[src/design/pdm_consts.vh]
// constants for the program and data memory map block
`ifndef PDM_CONSTS_VH
`define PDM_CONSTS_VH
`define PDM_PC_W         13
`define PDM_PROG_AW      11
`define PDM_PROG_DW      14
`define PDM_RESET_VEC    13'h0000
`define PDM_INT_VEC      13'h0004
`define PDM_DATA_AW      7
`define PDM_DW           8
`define PDM_SPECIAL_TOP  7'h1F
`define PDM_RAM0_LO      7'h20
`define PDM_RAM1_LO      7'h20
`define PDM_RAM1_HI      7'h3F
`define PDM_MIRROR_LO    7'h70
`define PDM_RAM_WORDS    128
`define PDM_RAM_AW       7
`define PDM_RAM1_BASE    7'h60
`define PDM_ZERO8        8'h00
`define PDM_INDIRECT_OFS 7'h00
`endif

[src/design/pdm_map.v]
// program counter and banked data memory decoder with general purpose ram
// Function
// [RULE1] program counter is thirteen bits wide
// [RULE2] fetches above 2k words wrap around
// [RULE3] reset loads program counter with zero
// [RULE4] interrupt loads program counter with four
// [RULE5] data memory split into two banks
// [RULE6] lowest 32 addresses per bank are registers
// [RULE7] ram at 20h-7Fh bank0, A0h-BFh bank1
// [RULE8] bank1 F0h-FFh maps to bank0 70h-7Fh
// [RULE9] unimplemented reads zero, writes ignored
// [RULE10] status bank bit selects bank for direct
// [RULE11] software keeps reserved bank bits zero
// [RULE12] indirect access uses file select pointer
// [RULE13] bank bit zero bank0, one bank1
`timescale 1ns/1ps
`include "pdm_consts.vh"
module pdm_map #(
  parameter PC_W = `PDM_PC_W,
  parameter AW   = `PDM_DATA_AW,
  parameter DW   = `PDM_DW
) (
  input  wire            CORE_CLK,
  input  wire            RST_N,
  // program counter control
  input  wire            PC_INC,
  input  wire            PC_LOAD,
  input  wire [PC_W-1:0] PC_LOAD_VAL,
  input  wire            INT_TAKE,
  output reg  [PC_W-1:0] PC,
  output reg  [`PDM_PROG_AW-1:0] PROG_ADDR,
  // data access from core
  input  wire            BANK_SELECT_BIT,
  input  wire [DW-1:0]   FILE_SELECT_POINTER,
  input  wire [AW-1:0]   DATA_ADDR,
  input  wire            DATA_RD,
  input  wire            DATA_WR,
  input  wire [DW-1:0]   DATA_WDATA,
  output reg  [DW-1:0]   DATA_RDATA,
  output reg             DATA_RVALID,
  // special function register access handed outward
  output reg             SPECIAL_REG_SEL,
  output reg             SPECIAL_REG_WR,
  output reg  [DW-1:0]   SPECIAL_REG_ADDR,
  output reg  [DW-1:0]   SPECIAL_REG_WDATA,
  input  wire [DW-1:0]   SPECIAL_REG_RDATA
);
  // --------------------------------------------------------------
  // decode helpers
  // --------------------------------------------------------------
  // classify an 8-bit file address: 0 none, 1 special register, 2 ram
  function [1:0] region;
    input [DW-1:0] fa;
    begin
      if (fa[AW-1:0] <= `PDM_SPECIAL_TOP)
        region = 2'h1; // [RULE6]
      else if (!fa[AW])
        region = 2'h2; // [RULE7]
      else if (fa[AW-1:0] <= `PDM_RAM1_HI)
        region = 2'h2; // [RULE7]
      else if (fa[AW-1:0] >= `PDM_MIRROR_LO)
        region = 2'h2; // [RULE8]
      else
        region = 2'h0; // [RULE9]
    end
  endfunction

  // physical ram index: bank0 20h-7Fh -> 00h-5Fh, bank1 A0h-BFh -> 60h-7Fh
  function [`PDM_RAM_AW-1:0] ram_index;
    input [DW-1:0] fa;
    begin
      if (!fa[AW] || fa[AW-1:0] >= `PDM_MIRROR_LO)
        ram_index = fa[AW-1:0] - `PDM_RAM0_LO; // [RULE8]
      else
        ram_index = fa[AW-1:0] - `PDM_RAM1_LO + `PDM_RAM1_BASE;
    end
  endfunction

  // --------------------------------------------------------------
  // program counter
  // --------------------------------------------------------------
  reg [PC_W-1:0] next_pc;

  // interrupt has priority over a branch load, which beats increment
  always @* begin
    next_pc = PC;
    if (INT_TAKE)
      next_pc = `PDM_INT_VEC; // [RULE4]
    else if (PC_LOAD)
      next_pc = PC_LOAD_VAL;
    else if (PC_INC)
      next_pc = PC + {{(PC_W-1){1'b0}}, 1'b1}; // [RULE1]
  end

  // fetch address keeps only the implemented low bits, so high pages alias
  always @(posedge CORE_CLK or negedge RST_N) begin
    if (!RST_N) begin
      PC <= `PDM_RESET_VEC; // [RULE3]
      PROG_ADDR <= {`PDM_PROG_AW{1'b0}};
    end else begin
      PC <= next_pc;
      PROG_ADDR <= next_pc[`PDM_PROG_AW-1:0]; // [RULE2]
    end
  end

  // --------------------------------------------------------------
  // data address formation
  // --------------------------------------------------------------
  reg  [DW-1:0] file_addr;
  wire [1:0]    reg_kind;
  wire [`PDM_RAM_AW-1:0] ridx;
  wire [DW-1:0] ram_rdata;
  wire          ram_we;

  // indirect slot uses the pointer, otherwise bank bit plus 7-bit address;
  // reserved bank bits assumed zero, so only one bank bit enters here
  always @* begin
    if (DATA_ADDR == `PDM_INDIRECT_OFS)
      file_addr = FILE_SELECT_POINTER; // [RULE12]
    else
      file_addr = {BANK_SELECT_BIT, DATA_ADDR}; // [RULE10] [RULE13] [RULE5] [RULE11]
  end

  assign reg_kind = region(file_addr);
  assign ridx     = ram_index(file_addr);
  assign ram_we   = DATA_WR && (reg_kind == 2'h2); // [RULE9]

  pdm_ram #(
    .WORDS(`PDM_RAM_WORDS),
    .AW   (`PDM_RAM_AW),
    .DW   (DW)
  ) u_ram (
    .clk  (CORE_CLK),
    .rst_n(RST_N),
    .we   (ram_we),
    .waddr(ridx),
    .wdata(DATA_WDATA),
    .raddr(ridx),
    .rdata(ram_rdata)
  );

  // --------------------------------------------------------------
  // registered outputs
  // --------------------------------------------------------------
  // special register strobes follow request by one cycle; their read data
  // is sampled in the request cycle, so that side must answer combinationally
  always @(posedge CORE_CLK or negedge RST_N) begin
    if (!RST_N) begin
      DATA_RDATA        <= `PDM_ZERO8;
      DATA_RVALID       <= 1'b0;
      SPECIAL_REG_SEL   <= 1'b0;
      SPECIAL_REG_WR    <= 1'b0;
      SPECIAL_REG_ADDR  <= `PDM_ZERO8;
      SPECIAL_REG_WDATA <= `PDM_ZERO8;
    end else begin
      DATA_RVALID       <= DATA_RD;
      SPECIAL_REG_SEL   <= (DATA_RD || DATA_WR) && (reg_kind == 2'h1); // [RULE6]
      SPECIAL_REG_WR    <= DATA_WR && (reg_kind == 2'h1);
      SPECIAL_REG_ADDR  <= file_addr;
      SPECIAL_REG_WDATA <= DATA_WDATA;
      if (DATA_RD) begin
        case (reg_kind)
          2'h1:    DATA_RDATA <= SPECIAL_REG_RDATA;
          2'h2:    DATA_RDATA <= ram_rdata;
          default: DATA_RDATA <= `PDM_ZERO8; // [RULE9]
        endcase
      end
    end
  end
endmodule

[src/design/pdm_ram.v]
// general purpose ram storage, flip-flop array addressed by index
`timescale 1ns/1ps
`include "pdm_consts.vh"
module pdm_ram #(
  parameter WORDS = `PDM_RAM_WORDS,
  parameter AW    = `PDM_RAM_AW,
  parameter DW    = `PDM_DW
) (
  input  wire          clk,
  input  wire          rst_n,
  input  wire          we,
  input  wire [AW-1:0] waddr,
  input  wire [DW-1:0] wdata,
  input  wire [AW-1:0] raddr,
  output wire [DW-1:0] rdata
);
  reg [DW-1:0] mem [0:WORDS-1];
  integer i;

  // --------------------------------------------------------------
  // storage
  // --------------------------------------------------------------
  // cleared at reset so reads are defined before the first write
  always @(posedge clk or negedge rst_n) begin
    if (!rst_n) begin
      for (i = 0; i < WORDS; i = i + 1) begin
        mem[i] <= {DW{1'b0}};
      end
    end else if (we) begin
      mem[waddr] <= wdata;
    end
  end

  assign rdata = mem[raddr];
endmodule
[config.mk]
export PLATFORM = sky130hd
export DESIGN_NAME = pdm_map
export DESIGN_NICKNAME = d
export VERILOG_FILES = /design/src/design/pdm_map.v /design/src/design/pdm_ram.v
export VERILOG_INCLUDE_DIRS = /design/src /design/src/design
export SDC_FILE = /design/constraint.sdc
export NUM_CORES = 2
export LEC_CHECK = 0
export BUFFER_PORTS_ARGS = -buffer_cell sky130_fd_sc_hd__buf_2
export CAP_MARGIN = 20
export CORE_MARGIN = 3
export CORE_UTILIZATION = 45
export CTS_BUF_LIST = sky130_fd_sc_hd__clkbuf_16
export DETAILED_ROUTE_END_ITERATION = 7
export HOLD_SLACK_MARGIN = 0.06
export PLACE_DENSITY = 0.63
export SLEW_MARGIN = 15
export SYNTH_ARGS = -nofsm -noshare
export SYNTH_HDL_FRONTEND = slang
export SYNTH_SLANG_ARGS = --single-unit
[constraint.sdc]
create_clock -name CORE_CLK -period 2.81 [get_ports CORE_CLK]
set_input_delay 0.562 -clock CORE_CLK [delete_from_list [all_inputs] [get_ports CORE_CLK]]
set_output_delay 0.562 -clock CORE_CLK [all_outputs]
set_load 0.05 [all_outputs]
### Yosys cells after proc, flatten, opt, wreduce, memory -nomap -nowiden

Cells that the tools add are included.
W data, S select, Z words.

| cells by class | value |
|---|---|
| equality and inequality tests | 2 |
| add/subtract/negate cells | 3 |
| multiplexer cells | 16 |
| bitwise operators | 1 |
| order comparisons | 5 |
| reduce and logical (&&, ||, !) cells | 9 |

Operators with widths:

| operator | count |
|---|---|
| $bwmux W1024 | 1 |
| $bmux W8 S7 | 1 |
| $demux W8 S7 | 1 |
| $mux W13 | 3 |
| $mux W8 | 4 |
| $pmux W8 S2 | 1 |
| $add A13 B1 Y13 const B | 1 |
| $ge A8 B8 Y1 const B | 1 |
| $lt A8 B1 Y1 const B | 1 |
| $mux W2 | 4 |
| $not A7 Y8 | 1 |
| $add A7 B7 Y7 const B | 1 |
| $ge A7 B7 Y1 const B | 1 |
| $le A7 B5 Y1 const B | 1 |
| $le A7 B6 Y1 const B | 1 |
| $logic_not A7 Y1 | 1 |
| $mux W7 | 1 |
| $sub A7 B6 Y7 const B | 1 |
| $logic_and A1 B1 Y1 | 4 |
| $reduce_bool A3 Y1 | 1 |
| $eq A2 B1 Y1 const B | 1 |
| $eq A2 B2 Y1 const B | 1 |
| $logic_or A1 B1 Y1 | 2 |
| $logic_not A1 Y1 | 1 |

| storage, ports and cells | value |
|---|---|
| input bits | 52 |
| output and inout port bits | 51 |
| register bits after elaboration | 1,064 |

### Logic depth before layout (Yosys ltp)

| logic depth | value |
|---|---|
| depth in word-level cells | 11 |
| depth in mapped cells | 14 |
| gate-level depth less buffers | 9 |

### Hierarchy

A second synthesis with hierarchy kept.

| second synthesis, totals | value |
|---|---|
| cell total of the unflattened synthesis | 3,000 |
| area, all modules | 48,634.1 um^2 |

By module, submodules not included:

| module | cells each | instances | area each (um^2) | sequential area each (um^2) |
|---|---|---|---|---|
| pdm_ram | 2,779 | 1 | 46,443.3 | 25,624.6 |
| pdm_map | 221 | 1 | 2,190.9 | 1,001.0 |

### Worst setup path before layout

OpenSTA, ideal clock, no wires.

| timing | value |
|---|---|
| path kind | input-to-reg |
| start point | in DATA_ADDR[2] |
| end point | reg u_ram.mem[140] in the netlist's numbering |
| required time | 2,682 ps |
| arrival time | 3,114 ps |
| slack | -432 ps |
| stages | 10 |
| cell sequence | buf_2 > or4_1 > buf_2 > o21ai_4 > nand2_2 > o21ai_4 > nand3_2 > nor2_2 > nand2_2 > mux2_1 |

| between the ends | value |
|---|---|
| cells in the longest elaborated chain, start to end | 11 |
| elaborated cells between the ends (all ways) | 23 |
| those cells by class | add/sub (2); order compare (5); eq/ne (1); mux (9); bitwise (1); reduce/logical (5) |

RTL lines:

| element | RTL line | source |
|---|---|---|
| start, declared | pdm_map.v:35 | `input wire [AW-1:0] DATA_ADDR,` |
| $logic_not A7 Y1 (no line) (*) | n/a |  |
| $mux W8 (*) | pdm_map.v:118 | `` if (DATA_ADDR == `PDM_INDIRECT_OFS) `` |
| net file_addr[7] | pdm_map.v:109 | `reg [DW-1:0] file_addr;` |
| $logic_not A1 Y1 | pdm_map.v:72 | `` if (!fa[AW] \|\| fa[AW-1:0] >= `PDM_MIRROR_LO) `` |
| $logic_or A1 B1 Y1 (no line) | n/a |  |
| $mux W7 | pdm_map.v:72 |  |
| $not A7 Y8 (implied by the code) | pdm_ram.v:30 | `mem[waddr] <= wdata;` |
| $ge A8 B8 Y1 (implied by the code) / $lt A8 B1 Y1 (equally long branches) | pdm_ram.v:30 |  |
| $logic_and A1 B1 Y1 (implied by the code) | pdm_ram.v:30 |  |
| $mux W8 (implied by the code) | pdm_ram.v:30 |  |
| $demux W8 S7 | pdm_ram.v:30 |  |
| $bwmux W1024 | pdm_ram.v:30 |  |
| end signal, assigned by index | pdm_ram.v:27 | `mem[i] <= {DW{1'b0}};` |
| end signal, assigned by index | pdm_ram.v:30 |  |
| end, declared | pdm_ram.v:17 | `reg [DW-1:0] mem [0:WORDS-1];` |

The timed path passes the listed nets; every way through them passes the cells marked *.
A chain may end at the register's enable or synchronous reset.

### Final worst setup path

| timing | value |
|---|---|
| start point | in DATA_ADDR[6] |
| end point | reg DATA_RDATA[5] |

| between the ends | value |
|---|---|
| cells in the longest elaborated chain, start to end | 10 |
| elaborated cells between the ends (all ways) | 21 |
| those cells by class | add/sub (2); order compare (3); eq/ne (2); mux (10); bitwise (1); reduce/logical (3) |

RTL lines:

| element | RTL line | source |
|---|---|---|
| $logic_not A7 Y1 (no line) | n/a |  |
| $mux W8 (*) | pdm_map.v:118 |  |
| $sub A7 B6 Y7 (no line) (tied with other cells) | n/a |  |
| $add A7 B7 Y7 (no line) / $logic_or A1 B1 Y1 (equally long branches) | n/a |  |
| $mux W7 | pdm_map.v:72 |  |
| $not A7 Y8 (implied by the code) | pdm_ram.v:34 | `assign rdata = mem[raddr];` |
| $bmux W8 S7 | pdm_ram.v:34 |  |
| $mux W8 (implied by the code) (2 in a row) | pdm_ram.v:34 |  |
| $pmux W8 S2 (*) | pdm_map.v:162 | `case (reg_kind)` |
| end signal, assigned | pdm_map.v:149 | `` DATA_RDATA <= `PDM_ZERO8; `` |
| end signal, assigned | pdm_map.v:164 | `2'h2: DATA_RDATA <= ram_rdata;` |
| end signal, assigned | pdm_map.v:165 | `` default: DATA_RDATA <= `PDM_ZERO8; `` |
| end, declared | pdm_map.v:39 | `output reg [DW-1:0] DATA_RDATA,` |

Every way passes the cells marked *; elsewhere a longest branch is shown, timed or not. The select of a mux whose other input is x is not followed.

==> metrics.yaml <==
run_status:
  outcome: "finished with violations"
  violations: "negative setup slack"
timing:
  period_share_pct: 102.0
  hold_viol_final: 0
  worst_slew_margin_rel_pct: 37.76
  fin_ws_ns: -0.05759
  min_period_ns: 2.868
  drv_slew: 0
  rsz0062_at_grt: "yes"
  setup_viol: 1
  fmax_mhz: 348.7
  tightest_slew_ns: 0.9336
  skew_ns: 0.01545
setup_path:
  ff2ff_path_depth: 9
  reg2reg_slack_ns: 0.75
  cp-start-kind: "input port"
  timing.rr.end: "DATA_RDATA[3]$_DFFE_PN0P_"
  crit_required_ns: 3.37
  r2r-start: "u_ram.mem[211]$_DFFE_PN0P_"
  path_max_fanout: 6
  end_kind: "flip-flop"
  cp-startpoint: "DATA_ADDR[6]"
  crit_arrival_ns: 3.43
  path_class: "in -> reg"
flow_run:
  drv_cap: 0
floorplan:
  row_count: 120
  die_x_um: 337.0
  die_h_um: 337.0
  io_pins: 103
  die-area_mm2: 0.1136
  initial_core_util_pct: 45.67
  core_mm2: 0.1080
clock_network:
  clkTransAtPathRegs_ns: 0.06
  cts_setup_buffers: 0
  clkLatencyLatePin_ns: 0.68
  h-tree-depth: 3
  numCtsBuffers: 113
  cts_sinks: 1064
  cts_tree: "built"
  clock_path_buffers: 3
  clockRootBuffer: "clkbuf_16"
hold_path:
  min_path_cells: 3
  holdPathEnd: "PC[2]$_DFFE_PN0P_"
  min_path_type: "in -> reg"
  hold_start: "PC_LOAD_VAL[2]"
yosys:
  synth_top_cell_area_share_pct: 54.00
  synth_fp_nets: 4016
  avgSynthCellArea_um2: 12.44
  synth.area.top_cells: "dfrtp_1 (54%), mux2_2 (23%), mux2i_1 (6.2%), nand2_1 (3.1%), a21oi_1 (2.0%)"
  yosysWarnings: 0
  synthCells: 3963
  syn_area_mm2: 0.04930
  ys_ff_latch: 1064
  async_reset_ff_share_pct: 100.0
  synth_area_leader_cell: "dfrtp_1"
  ys_types: 68
  synth_edf_count: 0
  synth.most_common_cell: "dfrtp_1"
  synth-main-ff-cell: "dfrtp_1"
  seq_area_frac_synth_pct: 54.00
  synth_common_cells: "dfrtp_1 (1064), mux2_2 (995), nand2_1 (410)"
final_layout:
  antennaDiodeCount: 0
  fill_cells: 8960
  finalNetCount: 4545
  finalInstanceArea_mm2: 0.06092
  area_growth_pct: 23.56
  layout-drive-gt1-share_pct: 44.68
placed_design:
  dp_hpwl_um: 102600
  port_buffers: 102
  place_area_mm2: 0.05720
  globalplace.congestion: 0.9117
grt:
  grt-ovfl-total: 0
  grt.busiest_layer: "met2"
  met2_usage_pct: 41.69
  use_met1_pct: 38.00
  grt_max_degree: 130
  grt_pass1_vias: 35600
  grt.total_usage_pct: 26.64
  use_met3_pct: 4.414
  grt_pass1_wl_um: 229300
  antenna_found_initial: 5
detailed_routing:
  wl_per_cell_um: 25.16
  vias: 35180
  drt_iter0_drc: 2905
  via_per_inst: 5.877
  final_antenna_net_count: 0
  wirelength_um: 150600
  drc: 0
  drt-pass1-iter-count: 5
power_and_ir_drop:
  pwr-share-seq_pct: 47.4
  power-per-cell-area_mw_per_mm2: 577.6
  switching_power_mw: 9.005
  power_leakage_nw: 29.58
  report.power.total_mw: 35.19
  comb_power_share_pct: 11.9
  ir_worst_vdd_mv: 0.5416
  p_int_mw: 26.18
  switching_share_pct: 25.59
  p_clk_share_pct: 40.7
-- worst max-delay path, stage by stage --
cell and delay [ns]:
buf_2 0.11, or4_4 0.59, o21a_1 0.29, buf_4 0.18
nor2_1 0.30, buf_4 0.30, o221ai_1 0.21, buf_4 0.18
o22ai_1 0.16, o21ai_0 0.18, o211ai_1 0.15, buf_4 0.16
o31ai_1 0.06
-- cells by family after synthesis --
| group | synth area share [%] |
|---|---|
| xor gates and xnor gates | 0.2132 |
| buffers and inverters | 2.502 |
| muxes | 29.74 |
| adders and majority gates | 0.02537 |
| AOI/OAI and AO/OA | 6.068 |
| and+or+nand+nor | 7.451 |
| DFF | 54.00 |
-- placed cells by master, fill, tap and decap left out, drive strengths merged, types with 3 or more instances in the layout --
cell type	count
a221oi	5
a21o	4
a21oi	193
clkbuf	117
o22ai	133
inv	39
buf	700
clkinv	57
nand4	15
a31oi	9
o211ai	6
nand2	472
nor3	21
nor4	74
and2	3
dfrtp	1064
mux2	1024
a311oi	5
nor2b	9
xnor2	5
a211oi	5
mux4	3
nand2b	5
mux2i	306
and3	8
bufinv	8
o221ai	29
xor2	7
o41ai	7
a41oi	3
a32oi	4
o2111ai	11
a2111oi	3
o21ai	30
nor2	113
o31ai	8
nand3	46
a222oi	4
a22oi	5
-- state kept, by name, summed over array words and instances (netlist names) --
register / count
u_ram.mem: 1024
PC: 13
DATA_RDATA: 8
SPECIAL_REG_ADDR: 8
SPECIAL_REG_WDATA: 8
DATA_RVALID: 1
SPECIAL_REG_SEL: 1
SPECIAL_REG_WR: 1
-- routing by layer --
metal / up-vias / wire, µm
met2: 1059 / 68290
met3: 243 / 9654
met1: 18460 / 68040
met5: - / 27
li1: 15410 / -
met4: 4 / 4636
-- how the worst max path moves through the flow --
stage | endpoint | depth (start not counted)
6_report | DATA_RDATA[5]$_DFFE_PN0P_ | 13
3_5_place_dp | DATA_RDATA[2]$_DFFE_PN0P_ | 14
5_1_grt | DATA_RDATA[1]$_DFFE_PN0P_ | 12
4_1_cts | DATA_RDATA[2]$_DFFE_PN0P_ | 10
3_3_place_gp | DATA_RDATA[2]$_DFFE_PN0P_ | 14
2_1_floorplan | u_ram.mem[80]$_DFFE_PN0P_ | 10
-- stage by stage --
stage	setup WS [ns]	std cells	utilization, %	setup TNS (ns)	hold WS (ns)
final	-0.05759	5987	56.43	-0.05759	0.1168
after global placement	-1.347	5779	52.99	-423.74	0.4716
after floorplan	-0.2530	3963	-	-184.94	0.2664
after global routing	-0.05154	5987	56.43	-0.05154	0.08355
after detailed placement	-1.250	5779	52.99	-446.36	0.4808
after CTS	0.001788	5987	56.31	0	0.06603
-- power groups by stage --
| stage | sequential [mW] | combinational [mW] | clock [mW] |
|---|---|---|---|
| floorplan | 16.9 | 2.01 | 0 |
| global placement | 16.9 | 4.07 | 0 |
| detailed placement | 16.9 | 4.13 | 0 |
| CTS | 16.7 | 4.16 | 14.6 |
| global route | 16.8 | 4.46 | 15.2 |
| finish | 16.7 | 4.18 | 14.3 |
-- final cells by class --
class	instances	area, µm²	area share, %
clock buffers	117	2928	4.806
inverters	15	68.82	0.1130
flip-flops and latches	1064	26630	43.71
repair buffers	701	6945	11.40
clock inverters	90	595.6	0.9776
well taps	1403	1755	2.882
multi-input cells	2597	22000	36.11
-- what timing repair did --
action                                  CTS  global route
pin swaps                                 0             4
endpoints found under the setup margin    3           247
hold buffers                              1             0
endpoints found under the hold margin    17             0
gates resized for setup                  10            24
Power figures use the tool's default switching activity.
